File: config.mk
export PLATFORM = sky130hd
export DESIGN_NAME = banked_memory_map_decoder
export DESIGN_NICKNAME = d
export VERILOG_FILES = /design/src/verilog/memmap_pkg.sv /design/src/verilog/file_addr_decode.sv /design/src/verilog/pc_unit.sv /design/src/verilog/banked_memory_map_decoder.sv
export VERILOG_INCLUDE_DIRS = /design/src /design/src/verilog
export SDC_FILE = /design/constraint.sdc
export NUM_CORES = 2
export LEC_CHECK = 0
export ABC_CLOCK_PERIOD_IN_PS = 6500
export BUFFER_PORTS_ARGS = -buffer_cell sky130_fd_sc_hd__buf_2
export CAP_MARGIN = 20
export CORE_MARGIN = 2
export CORE_UTILIZATION = 41
export CTS_CLUSTER_SIZE = 12
export DETAILED_ROUTE_END_ITERATION = 10
export PLACE_DENSITY = 0.57
export SYNTH_ARGS = -nofsm -noshare
export SYNTH_HDL_FRONTEND = slang
export SYNTH_SLANG_ARGS = --single-unit
File: constraint.sdc
create_clock -name sys_clk_i -period 6.5 [get_ports sys_clk_i]
set_input_delay 0.975 -clock sys_clk_i [delete_from_list [all_inputs] [get_ports sys_clk_i]]
set_output_delay 0.975 -clock sys_clk_i [all_outputs]
set_load 0.01 [all_outputs]
File: src/verilog/memmap_consts.svh
// constants of the banked memory map: pc, file offsets, bus indices
// assumes inclusion by bare name from each design file
`ifndef MEMMAP_CONSTS_SVH
`define MEMMAP_CONSTS_SVH
`define PC_W          13
`define PC_RST_VEC    13'h0000
`define PC_IRQ_VEC    13'h0004
`define PC_SMALL_MASK 13'h0fff
`define PC_ONE        13'h0001
`define PCH_W         5
`define FA_W          9
`define OFS_W         7
`define OFS_INDIRECT  7'h00
`define OFS_PC_LOW    7'h02
`define OFS_FLAGS     7'h03
`define OFS_POINTER   7'h04
`define OFS_PC_HIGH   7'h0a
`define OFS_INTR      7'h0b
`define OFS_XGP       7'h10
`define OFS_GP        7'h20
`define OFS_SHARED    7'h70
`define GP_DEPTH      352
`define SF_DEPTH      128
`define GP_B1         9'h060
`define GP_B2         9'h0b0
`define GP_B3         9'h100
`define GP_SH         9'h050
`define BIT_BSEL_LO   5
`define BIT_BSEL_HI   6
`define BIT_IND_HI    7
`define BIT_STEP      0
`define BIT_IRQ       1
`define BIT_LARGE     0
`define BIT_SZ_LO     1
`define BIT_SZ_HI     2
`define WB_ADR_W      12
`define IDX_W         10
`define IDX_PC        10'h080
`define IDX_CTRL      10'h081
`define IDX_VARIANT   10'h082
`define IDX_FETCH     10'h083
`define BYTE_ZERO     8'h00
`define WORD_ZERO     32'h0000_0000
`endif

File: src/verilog/memmap_pkg.sv
// types shared by the memory map decoder files
// assumes no other package
`default_nettype none
package memmap_pkg;
  typedef enum logic [1:0] {BUS_IDLE = 2'h1, BUS_ACK = 2'h2} bus_state_e;
  typedef enum logic [1:0] {GP_256 = 2'h0, GP_352 = 2'h1, GP_336 = 2'h2} gp_size_e;
  typedef enum logic [3:0] {
    LOC_NONE    = 4'h0,
    LOC_IND     = 4'h1,
    LOC_PC_LOW  = 4'h2,
    LOC_FLAGS   = 4'h3,
    LOC_POINTER = 4'h4,
    LOC_PC_HIGH = 4'h5,
    LOC_INTR    = 4'h6,
    LOC_SF      = 4'h7,
    LOC_GP      = 4'h8
  } loc_kind_e;
endpackage
`default_nettype wire

File: src/verilog/file_addr_decode.sv
// decodes a 9-bit file address into location kind and store index
// assumes a combinational caller; size code 3 acts as the 256 variant
`include "memmap_consts.svh"
`default_nettype none
module file_addr_decode (
  input  wire logic [`FA_W-1:0]         faddr_i,
  input  wire memmap_pkg::gp_size_e     gp_size_i,
  output memmap_pkg::loc_kind_e         kind_o,
  output logic [`FA_W-1:0]              gp_idx_o,
  output logic [`OFS_W-1:0]             sf_idx_o
);
  logic [1:0]       bank;
  logic [`OFS_W-1:0] ofs;
  logic [`FA_W-1:0] ofs9;
  assign bank = faddr_i[`FA_W-1:`OFS_W];
  assign ofs = faddr_i[`OFS_W-1:0];
  assign ofs9 = {2'h0, ofs};
  assign sf_idx_o = {bank, ofs[4:0]};
  always_comb begin
    kind_o = memmap_pkg::LOC_NONE;
    gp_idx_o = '0;
    if (ofs >= `OFS_SHARED) begin
      kind_o = memmap_pkg::LOC_GP;
      gp_idx_o = `GP_SH + ofs9 - {2'h0, `OFS_SHARED};
    end else if (ofs >= `OFS_GP) begin
      case (bank)
        2'h0: begin
          kind_o = memmap_pkg::LOC_GP;
          gp_idx_o = ofs9 - {2'h0, `OFS_GP};
        end
        2'h1: begin
          kind_o = memmap_pkg::LOC_GP;
          gp_idx_o = `GP_B1 + ofs9 - {2'h0, `OFS_GP};
        end
        2'h2: begin
          kind_o = memmap_pkg::LOC_GP;
          gp_idx_o = `GP_B2 + ofs9 - {2'h0, `OFS_GP};
        end
        default: begin
          if (gp_size_i == memmap_pkg::GP_352) begin
            kind_o = memmap_pkg::LOC_GP;
            gp_idx_o = `GP_B3 + ofs9 - {2'h0, `OFS_XGP};
          end else if (gp_size_i == memmap_pkg::GP_336) begin
            kind_o = memmap_pkg::LOC_GP;
            gp_idx_o = `GP_B3 + ofs9 - {2'h0, `OFS_GP};
          end
        end
      endcase
    end else if (bank == 2'h3 && gp_size_i == memmap_pkg::GP_352 && ofs >= `OFS_XGP) begin
      kind_o = memmap_pkg::LOC_GP;
      gp_idx_o = `GP_B3 + ofs9 - {2'h0, `OFS_XGP};
    end else begin
      case (ofs)
        `OFS_INDIRECT: kind_o = memmap_pkg::LOC_IND;
        `OFS_PC_LOW:   kind_o = memmap_pkg::LOC_PC_LOW;
        `OFS_FLAGS:    kind_o = memmap_pkg::LOC_FLAGS;
        `OFS_POINTER:  kind_o = memmap_pkg::LOC_POINTER;
        `OFS_PC_HIGH:  kind_o = memmap_pkg::LOC_PC_HIGH;
        `OFS_INTR:     kind_o = memmap_pkg::LOC_INTR;
        default:       kind_o = memmap_pkg::LOC_SF;
      endcase
    end
  end
endmodule
`default_nettype wire

File: src/verilog/pc_unit.sv
// 13-bit program counter with reset and interrupt vectors and fetch wrap
// assumes load, irq and step are one-cycle pulses qualified by ce_i
`include "memmap_consts.svh"
`default_nettype none
module pc_unit (
  input  wire logic             sys_clk_i,
  input  wire logic             sys_rst_i,
  input  wire logic             ce_i,
  input  wire logic             load_i,
  input  wire logic [`PC_W-1:0] load_val_i,
  input  wire logic             irq_i,
  input  wire logic             step_i,
  input  wire logic             large_i,
  output logic      [`PC_W-1:0] pc_o,
  output logic      [`PC_W-1:0] fetch_o
);
  logic [`PC_W-1:0] next_pc;
  logic             after_rst;
  always_comb begin
    next_pc = pc_o;
    if (load_i) begin
      next_pc = load_val_i;
    end else if (irq_i) begin
      next_pc = `PC_IRQ_VEC;
    end else if (step_i) begin
      next_pc = pc_o + `PC_ONE;
    end
  end
  always_ff @(posedge sys_clk_i or posedge sys_rst_i) begin
    if (sys_rst_i) begin
      pc_o <= `PC_RST_VEC;
    end else if (ce_i) begin
      pc_o <= next_pc;
    end
  end
  // small variant folds every address into the first 4K words
  always_ff @(posedge sys_clk_i or posedge sys_rst_i) begin
    if (sys_rst_i) begin
      fetch_o <= `PC_RST_VEC;
    end else if (ce_i) begin
      fetch_o <= large_i ? next_pc : (next_pc & `PC_SMALL_MASK);
    end
  end
  always_ff @(posedge sys_clk_i or posedge sys_rst_i) begin
    if (sys_rst_i) begin
      after_rst <= 1'b1;
    end else if (ce_i) begin
      after_rst <= 1'b0;
    end
  end
endmodule
`default_nettype wire

File: src/verilog/banked_memory_map_decoder.sv
// banked data memory map and program counter behind a wishbone slave
// assumes classic wishbone, one clock, byte data in lane 0 for file accesses
//
// Local design decision: the Wishbone interface to the registers.
`include "memmap_consts.svh"
`default_nettype none
module banked_memory_map_decoder (
  input  wire logic                 sys_clk_i,
  input  wire logic                 sys_rst_i,
  input  wire logic                 ce_i,
  input  wire logic                 wb_cyc_i,
  input  wire logic                 wb_stb_i,
  input  wire logic                 wb_we_i,
  input  wire logic [`WB_ADR_W-1:0] wb_adr_i,
  input  wire logic [3:0]           wb_sel_i,
  input  wire logic [31:0]          wb_dat_i,
  output logic      [31:0]          wb_dat_o,
  output logic                      wb_ack_o,
  output logic      [`PC_W-1:0]     pc_o,
  output logic      [`PC_W-1:0]     fetch_addr_o,
  output logic                      bank_select_high_o,
  output logic                      bank_select_low_o
);

  // ---------------------------------------------------------------
  // storage
  // ---------------------------------------------------------------

  memmap_pkg::bus_state_e state;
  logic [7:0]             core_flags;
  logic [7:0]             indirect_pointer;
  logic [7:0]             pc_high_latch;
  logic [7:0]             intr_control;
  logic [7:0]             variant;
  logic [7:0]             special_function_store [0:`SF_DEPTH-1];
  logic [7:0]             general_purpose_store [0:`GP_DEPTH-1];

  // ---------------------------------------------------------------
  // request decode
  // ---------------------------------------------------------------

  logic [`IDX_W-1:0]     idx;
  logic                  req;
  logic                  wr;
  logic [7:0]            wd;
  logic                  file_hit;
  logic [`FA_W-1:0]      req_faddr;
  logic [`FA_W-1:0]      ind_faddr;
  memmap_pkg::gp_size_e  gp_size;
  memmap_pkg::loc_kind_e req_kind;
  memmap_pkg::loc_kind_e ind_kind;
  memmap_pkg::loc_kind_e kind;
  logic [`FA_W-1:0]      req_gidx;
  logic [`FA_W-1:0]      ind_gidx;
  logic [`FA_W-1:0]      gidx;
  logic [`OFS_W-1:0]     req_sidx;
  logic [`OFS_W-1:0]     ind_sidx;
  logic [`OFS_W-1:0]     sidx;

  assign idx = wb_adr_i[`WB_ADR_W-1:2];
  assign req = ce_i && wb_cyc_i && wb_stb_i && state == memmap_pkg::BUS_IDLE;
  assign wr = req && wb_we_i && wb_sel_i[0];
  assign wd = wb_dat_i[7:0];
  assign gp_size = memmap_pkg::gp_size_e'(variant[`BIT_SZ_HI:`BIT_SZ_LO]);
  assign ind_faddr = {core_flags[`BIT_IND_HI], indirect_pointer};

  // low window uses the bank bits, the upper window names the bank itself
  always_comb begin
    file_hit = 1'b0;
    req_faddr = {core_flags[`BIT_BSEL_HI], core_flags[`BIT_BSEL_LO], idx[`OFS_W-1:0]};
    if (idx[`IDX_W-1]) begin
      file_hit = 1'b1;
      req_faddr = idx[`FA_W-1:0];
    end else if (idx < `IDX_PC) begin
      file_hit = 1'b1;
    end
  end

  file_addr_decode u_dec_req (
    .faddr_i   (req_faddr),
    .gp_size_i (gp_size),
    .kind_o    (req_kind),
    .gp_idx_o  (req_gidx),
    .sf_idx_o  (req_sidx)
  );

  file_addr_decode u_dec_ind (
    .faddr_i   (ind_faddr),
    .gp_size_i (gp_size),
    .kind_o    (ind_kind),
    .gp_idx_o  (ind_gidx),
    .sf_idx_o  (ind_sidx)
  );

  // a pointer aimed at the indirect port itself finds nothing, reads zero
  always_comb begin
    kind = memmap_pkg::LOC_NONE;
    gidx = req_gidx;
    sidx = req_sidx;
    if (file_hit) begin
      kind = req_kind;
      if (req_kind == memmap_pkg::LOC_IND) begin
        kind = (ind_kind == memmap_pkg::LOC_IND) ? memmap_pkg::LOC_NONE : ind_kind;
        gidx = ind_gidx;
        sidx = ind_sidx;
      end
    end
  end

  // ---------------------------------------------------------------
  // program counter
  // ---------------------------------------------------------------

  logic             pc_load;
  logic [`PC_W-1:0] pc_load_val;
  logic             pc_irq;
  logic             pc_step;
  logic             ctrl_wr;

  assign ctrl_wr = wr && !file_hit && idx == `IDX_CTRL;
  assign pc_irq = ctrl_wr && wb_dat_i[`BIT_IRQ];
  assign pc_step = ctrl_wr && wb_dat_i[`BIT_STEP];

  // writing the low byte jumps, taking the upper bits from the latch
  always_comb begin
    pc_load = 1'b0;
    pc_load_val = {pc_high_latch[`PCH_W-1:0], wd};
    if (wr && kind == memmap_pkg::LOC_PC_LOW) begin
      pc_load = 1'b1;
    end else if (req && wb_we_i && !file_hit && idx == `IDX_PC && wb_sel_i[1:0] == 2'h3) begin
      pc_load = 1'b1;
      pc_load_val = wb_dat_i[`PC_W-1:0];
    end
  end

  pc_unit u_pc (
    .sys_clk_i  (sys_clk_i),
    .sys_rst_i  (sys_rst_i),
    .ce_i       (ce_i),
    .load_i     (pc_load),
    .load_val_i (pc_load_val),
    .irq_i      (pc_irq),
    .step_i     (pc_step),
    .large_i    (variant[`BIT_LARGE]),
    .pc_o       (pc_o),
    .fetch_o    (fetch_addr_o)
  );

  // ---------------------------------------------------------------
  // core registers, one physical copy behind every bank alias
  // ---------------------------------------------------------------

  always_ff @(posedge sys_clk_i or posedge sys_rst_i) begin
    if (sys_rst_i) begin
      core_flags <= `BYTE_ZERO;
    end else if (wr && kind == memmap_pkg::LOC_FLAGS) begin
      core_flags <= wd;
    end
  end

  always_ff @(posedge sys_clk_i or posedge sys_rst_i) begin
    if (sys_rst_i) begin
      indirect_pointer <= `BYTE_ZERO;
    end else if (wr && kind == memmap_pkg::LOC_POINTER) begin
      indirect_pointer <= wd;
    end
  end

  always_ff @(posedge sys_clk_i or posedge sys_rst_i) begin
    if (sys_rst_i) begin
      pc_high_latch <= `BYTE_ZERO;
    end else if (wr && kind == memmap_pkg::LOC_PC_HIGH) begin
      pc_high_latch <= wd;
    end
  end

  always_ff @(posedge sys_clk_i or posedge sys_rst_i) begin
    if (sys_rst_i) begin
      intr_control <= `BYTE_ZERO;
    end else if (wr && kind == memmap_pkg::LOC_INTR) begin
      intr_control <= wd;
    end
  end

  always_ff @(posedge sys_clk_i or posedge sys_rst_i) begin
    if (sys_rst_i) begin
      variant <= `BYTE_ZERO;
    end else if (wr && !file_hit && idx == `IDX_VARIANT) begin
      variant <= wd;
    end
  end

  assign bank_select_high_o = core_flags[`BIT_BSEL_HI];
  assign bank_select_low_o = core_flags[`BIT_BSEL_LO];

  // ---------------------------------------------------------------
  // static stores; no reset, contents are undefined until written
  // ---------------------------------------------------------------

  always_ff @(posedge sys_clk_i) begin
    if (wr && kind == memmap_pkg::LOC_SF) begin
      special_function_store[sidx] <= wd;
    end
  end

  always_ff @(posedge sys_clk_i) begin
    if (wr && kind == memmap_pkg::LOC_GP) begin
      general_purpose_store[gidx] <= wd;
    end
  end

  // ---------------------------------------------------------------
  // read path
  // ---------------------------------------------------------------

  logic [7:0]  rd_file;
  logic [31:0] rd_word;

  always_comb begin
    case (kind)
      memmap_pkg::LOC_PC_LOW:  rd_file = pc_o[7:0];
      memmap_pkg::LOC_FLAGS:   rd_file = core_flags;
      memmap_pkg::LOC_POINTER: rd_file = indirect_pointer;
      memmap_pkg::LOC_PC_HIGH: rd_file = pc_high_latch;
      memmap_pkg::LOC_INTR:    rd_file = intr_control;
      memmap_pkg::LOC_SF:      rd_file = special_function_store[sidx];
      memmap_pkg::LOC_GP:      rd_file = general_purpose_store[gidx];
      default:                 rd_file = `BYTE_ZERO;
    endcase
  end

  // control word reads zero: its bits are one-shot commands
  always_comb begin
    rd_word = `WORD_ZERO;
    if (file_hit) begin
      rd_word = {24'h00_0000, rd_file};
    end else begin
      case (idx)
        `IDX_PC:      rd_word = {19'h0_0000, pc_o};
        `IDX_VARIANT: rd_word = {24'h00_0000, variant};
        `IDX_FETCH:   rd_word = {19'h0_0000, fetch_addr_o};
        default:      rd_word = `WORD_ZERO;
      endcase
    end
  end

  // ---------------------------------------------------------------
  // wishbone handshake: ack one cycle after the strobe is seen
  // ---------------------------------------------------------------

  always_ff @(posedge sys_clk_i or posedge sys_rst_i) begin
    if (sys_rst_i) begin
      state <= memmap_pkg::BUS_IDLE;
    end else if (ce_i) begin
      case (state)
        memmap_pkg::BUS_IDLE: begin
          if (wb_cyc_i && wb_stb_i) begin
            state <= memmap_pkg::BUS_ACK;
          end
        end
        memmap_pkg::BUS_ACK: state <= memmap_pkg::BUS_IDLE;
        default:             state <= memmap_pkg::BUS_IDLE;
      endcase
    end
  end

  always_ff @(posedge sys_clk_i or posedge sys_rst_i) begin
    if (sys_rst_i) begin
      wb_ack_o <= 1'b0;
    end else if (ce_i) begin
      wb_ack_o <= req;
    end
  end

  always_ff @(posedge sys_clk_i or posedge sys_rst_i) begin
    if (sys_rst_i) begin
      wb_dat_o <= `WORD_ZERO;
    end else if (req && !wb_we_i) begin
      wb_dat_o <= rd_word;
    end
  end
endmodule
`default_nettype wire

[After elaboration in Yosys (flattened, before gate mapping)]
Memories as Yosys holds them, arrays and structs flattened.
Index checks and enable logic that the tools add are counted.
W data, S select, Z words.
Cells by class
  reduce and logical (&&, ||, !) cells: 35
  $lt $le $gt $ge: 7
  mux-type cells: 51
  equality and inequality tests: 34
  add/sub/neg operators: 21
Operator list (count)
  $mux W9: 13
  $mux W13: 7
  $pmux W8 S7: 1
  $pmux W9 S3: 2
  $sub A9 B6 Y9 const B: 6
  $mux W4: 13
  $eq A10 B8 Y1 const B: 4
  $pmux W13 S3: 1
  $pmux W3 S6: 2
  $add A7 B7 Y8 const A: 4
  $eq A7 B2 Y1 const B: 4
  $eq A7 B4 Y1 const B: 4
  $logic_and A1 B1 Y1: 26
  $add A8 B7 Y9 const A: 2
  $add A9 B7 Y9 const A: 2
  $sub A9 B5 Y9 const B: 2
  $sub A9 B7 Y9 const B: 2
  $eq A4 B3 Y1 const B: 4
  $sub A7 B6 Y8 const B: 2
  $eq A7 B3 Y1 const B: 2
  $ge A7 B5 Y1 const B: 2
  $ge A7 B6 Y1 const B: 2
  $ge A7 B7 Y1 const B: 2
  $logic_not A7 Y1: 2
  other kinds (15): 37
Word-level totals
  bits in writable memories: 3840
  input port bits: 54
  word-level logic and storage cells: 160
  register bits after elaboration: 101
  output and inout bits: 61
  memories: 2
Memory list
  general_purpose_store: words 352, bits a word 8, rd ports 1, clocked after memory_dff 0, write ports 1, RTL line banked_memory_map_decoder.sv:36  | logic [7:0] general_purpose_store [0:`GP_DEPTH-1];
  special_function_store: words 128, bits a word 8, rd ports 1, clocked after memory_dff 0, write ports 1, RTL line banked_memory_map_decoder.sv:35  | logic [7:0] special_function_store [0:`SF_DEPTH-1];

[Longest topological paths before layout]
  depth in word-level cells: 15
  gate-level depth with buffers: 21

[Modules after synthesis]
Synthesis repeated with hierarchy kept, for this count alone.
Unflattened totals
  cell total of the unflattened synthesis: 9311
  area total of the unflattened synthesis: 148025.7 um^2
Modules (own cells, without submodules)
  banked_memory_map_decoder: sequential area each 116713.2 um^2, times used 1, cells an instance 8973, area an instance 145453.3 um^2
  file_addr_decode: sequential area each 0.0 um^2, times used 2, cells an instance 110, area an instance 775.7 um^2
  pc_unit: sequential area each 350.3 um^2, times used 1, cells an instance 118, area an instance 1021.0 um^2

[Worst setup path before layout]
No wires, ideal clock.
  path type: in2reg
  from: input wb_adr_i[6]
  to: memory general_purpose_store[103][0] (enable)
  arrival: 4.539 ns
  required time: 6.130 ns
  path slack: 1.591 ns
  stages on the path: 14
  path buffers: 5
  library setup time: 0.370 ns
  path through: inv_1 ha_1 nor2b_1 nand2_1 a2111oi_2 nand3_2 o32ai_1 clkbuf_1 clkbuf_1 clkbuf_1 clkbuf_1 nand3_1 clkbuf_1 nor2_1
On the way
  cells in the longest elaborated chain, start to end: 13
Ends and longest elaborated chain
  start, declared: RTL line banked_memory_map_decoder.sv:14  | input wire logic [`WB_ADR_W-1:0] wb_adr_i,
  parallel branches: the longest is 13 deep, another holds $add A9 B7 Y9
  end, declared: RTL line banked_memory_map_decoder.sv:36
Parallel ways; which one is timed is not known.

[Worst setup path in the final report]
  from: register indirect_pointer[6]
  to: memory general_purpose_store[26][1] (enable)
On the way
  cells in the longest elaborated chain, start to end: 13
Ends and longest elaborated chain
  start, declared: RTL line banked_memory_map_decoder.sv:31  | logic [7:0] indirect_pointer;
  start signal, assigned: RTL line banked_memory_map_decoder.sv:163  | indirect_pointer <= `BYTE_ZERO;
  start signal, assigned: RTL line banked_memory_map_decoder.sv:165  | indirect_pointer <= wd;
  parallel branches: the longest is 13 deep, another holds $add A9 B7 Y9
Parallel ways; which one is timed is not known.

==> flow_summary.toml <==
[global_routing]
grt_pass1_vias = 91050
antenna_found_initial = 24
grtUsageTotal_pct = 25.41
grt_pass1_wl_um = 681200
grt_overflow = 0
grt-busiest-layer = "met2"
use_met3_pct = 5.369
grt_max_degree = 193
met2_usage_pct = 39.26
met1_usage_pct = 35.97

[sta]
post-route-period-util_pct = 92.98
hold_violations = 0
fmax_ghz = 0.1655
rsz0062_at_grt = "no"
setup_viol = 0
maxSlewHeadroom_pct = 9.409
drv_slew = 0
worstMarginPinSlew_ns = 1.359
finClkSkew_ns = 0.1027
period_minus_slack_ns = 6.043

[power]
sw_frac_of_total_pct = 23.03
power.density_nw_per_um2 = 304.0
internal_power_w = 0.04019
p_switching_w = 0.01202
p_leak_nw = 53.78
irDropWorstVdd_uv = 235.6
power_frac_clock_pct = 39.8
seqPwrFrac_pct = 53.2
power_w = 0.05221
combPwrFrac_pct = 7.0

[clock_network]
clk_latency_ns = 0.99
cts_setup_buffers = 0
clock_path_buffers = 4
post_cts_resized = 0
clkSinkCount = 3910
postCtsHoldBufs = 0
cts_max_level = 5
cts_tree = "done"
clk_pin_slew_ns = 0.06
cts_made_buffers = 395
cts_root_buffer = "clkbuf_16"

[logic_synthesis]
async_reset_ff_share_pct = 1.790
ys_seq_elements = 3910
yosysSeqAreaShare_pct = 78.43
syn_inst = 9464
yosys_warnings = 0
synth_flop_cell = "edfxtp_1"
synth_area_um2 = 149300
syn_avg_cell_area_um2 = 15.77
ys_types = 96
synth-edff-count = 3840

[worst_setup_path]
cpPeakStageDelay_ns = 0.90
worst_setup_path_end_kind = "flop"
r2r_setup_slack_ns = 0.46
worst_ep_required_time_ns = 7.09
critPathSlowestCell = "nor2_1"
cp.arrival_ns = 6.63
setup.worst_path.class = "reg2reg"
timing.critical_path.mode_cell = "nor2_1"
startpoint_type = "flop"
path_max_fanout = 17
path_cells = "inv_1 > ha_1 > o311ai_4 > a211oi_2 > nor2_1 > a211oi_1 > nand2b_2 > buf_4 > nor2_1 > buf_12 > nand2_1 > nor2_1"

[floorplanning]
die_w_um = 607.4
die_height_um = 607.4
dieArea_um2 = 368900
io_pins = 115
coreArea_um2 = 362500
start_util_pct = 41.17
rows = 221

[routing]
final_antenna_net_count = 0
postRouteWirelength_um = 484400
via_per_inst = 6.257
via_count = 94570
dr.first_iter.drc_count = 15100
first_pass_iters = 8
drc = 0
avgRoutedWirePerCell_um = 32.05

[final_layout]
final_cell_area_um2 = 171800
final_cells = 15110
layout-drive-gt1-share_pct = 15.31
final_nets = 10150
areaGrowthSynthToFinish_pct = 15.08

[placement]
place_hpwl_um = 299000
io_buffers = 72
dp.cells = 14460
place.gp.congestion = 0.9480
placed_area_um2 = 160300

[run]
drv_cap = 0

[status]
outcome = "complete, no violations"

[worst_hold_path]
hold_path.class = "in2async"
[sequential cells by signal, summed over array words and instances (netlist names), 13 cells and up]
register and cells:
general_purpose_store 2816, u_pc.pc_o 13, wb_dat_o 13, special_function_store 1024
[stage by stage]
stage | setup WS, ns | TNS (ns) | hold WS [ns] | utilization [%]
3_5_place_dp | -0.1152 | -4.992 | 0.4614 | 44.21
3_3_place_gp | -0.06942 | -2.421 | 0.4538 | 44.20
2_1_floorplan | 1.591 | 0 | 0.4764 | -
5_1_grt | 0.3307 | 0 | 0.1306 | 47.38
6_report | 0.4566 | 0 | 0.1181 | 47.38
4_1_cts | 0.6264 | 0 | 0.2140 | 47.37
[placed cells by master (no fill, tap or decap), types with 23 or more instances in the layout]
cell	synthesis	final
a211oi_1	88	87
a21oi_1	230	227
a221oi_1	28	28
a222oi_1	26	26
a22oi_1	159	159
a31oi_1	69	68
a41oi_1	25	25
buf_12	0	113
buf_2	233	64
buf_4	90	693
clkbuf_1	295	114
clkbuf_16	0	402
clkinv_1	2	75
clkinv_2	0	26
dfrtp_1	69	69
edfxtp_1	3840	3840
ha_1	28	28
inv_1	37	36
mux2_2	137	137
mux2i_1	48	48
nand2_1	402	395
nand3_1	158	138
nand4_1	59	59
nor2_1	721	715
nor3_1	59	57
nor4_1	33	31
o21a_1	52	51
o21ai_0	661	660
o221ai_1	54	54
o22a_1	53	51
o22ai_1	1331	1329
o2bb2ai_1	29	29
o31ai_1	23	23
[worst max-delay path, delay by kind of cell, from the launching register on]
family                   cells  cell delay (ns)
AO/OA/AOI/OAI                3             1.16
adder cells (fa/ha/maj)      1             0.45
buffers and inverters        3             0.86
flip-flops                   1             0.59
AND/OR/NAND/NOR              5             2.62
[power by group through the flow]
stage | Clock, W | Combinational, W | Sequential, W
2_1_floorplan | 0 | 0.00152 | 0.0283
3_3_place_gp | 0 | 0.00353 | 0.0283
3_5_place_dp | 0 | 0.00356 | 0.0283
4_1_cts | 0.0210 | 0.00357 | 0.0277
5_1_grt | 0.0220 | 0.00376 | 0.0277
6_report | 0.0208 | 0.00365 | 0.0278
[layer usage]
metal  up-vias  routed length, um
met5         -                122
met4        18              17390
met3       923              53600
met2      5565             219700
met1     48570             193600
li1      39500                  -
[Yosys cell counts (25+ instances only)]
library cell / number / area [um^2]
mux2_2: 137 / 1543
nor3_1: 59 / 295.3
edfxtp_1: 3840 / 115300
a21oi_1: 230 / 1151
o21ai_0: 661 / 3308
nor4_1: 33 / 206.5
mux2i_1: 48 / 480.5
nand3_1: 158 / 790.8
o21a_1: 52 / 390.4
o22ai_1: 1331 / 8327
nand2_1: 402 / 1509
buf_4: 90 / 675.7
a22oi_1: 159 / 1194
buf_1: 62 / 232.7
clkbuf_1: 295 / 1107
nor2_1: 721 / 2706
buf_2: 233 / 1166
inv_1: 37 / 138.9
dfrtp_1: 69 / 1727
ha_1: 28 / 350.3
a222oi_1: 26 / 260.3
a41oi_1: 25 / 219.0
a221oi_1: 28 / 245.2
o221ai_1: 54 / 473.0
o22a_1: 53 / 464.2
a211oi_1: 88 / 660.6
o2bb2ai_1: 29 / 254.0
a31oi_1: 69 / 431.7
nand4_1: 59 / 369.1
[path summary, 6_finish.rpt]
check,startpoint,endpoint,depth (start not counted)
min reg2reg,wb_dat_o[11],wb_dat_o[11],2
max reg2reg,indirect_pointer[6],general_purpose_store[26][1],12
max in group asynchronous,sys_rst_i,wb_dat_o[2],4
max,indirect_pointer[6],general_purpose_store[26][1],12
min,sys_rst_i,wb_dat_o[8],3
min in group sys_clk_i,ce_i,state[0],3
[cell type report]
cell class                 instances  area [um^2]
inverter                          39        146.4
timing repair buffer             880         7928
fill                           30840       190800
antenna                            5        12.51
sequential                      3910       117100
clock inverter                   129        939.7
multi-input combinational       4838        29160
clock buffer                     518        10520
tap                             4794         5998
[cells by family (layout without fill, tap and decap cells)]
group | after synthesis | count (layout) | synth area share, %
multiplexers | 185 | 185 | 1.355
AND/OR/NAND/NOR | 1555 | 1555 | 4.534
AO/OA/AOI/OAI | 3045 | 3045 | 13.07
buffers and inverters | 734 | 1566 | 2.339
other | 1 | 24 | 0.002512
flip-flops | 3910 | 3910 | 78.43
adder cells (fa/ha/maj) | 28 | 28 | 0.2347
XOR/XNOR | 6 | 6 | 0.03521
No activity file was read; power rests on OpenSTA's default activity.
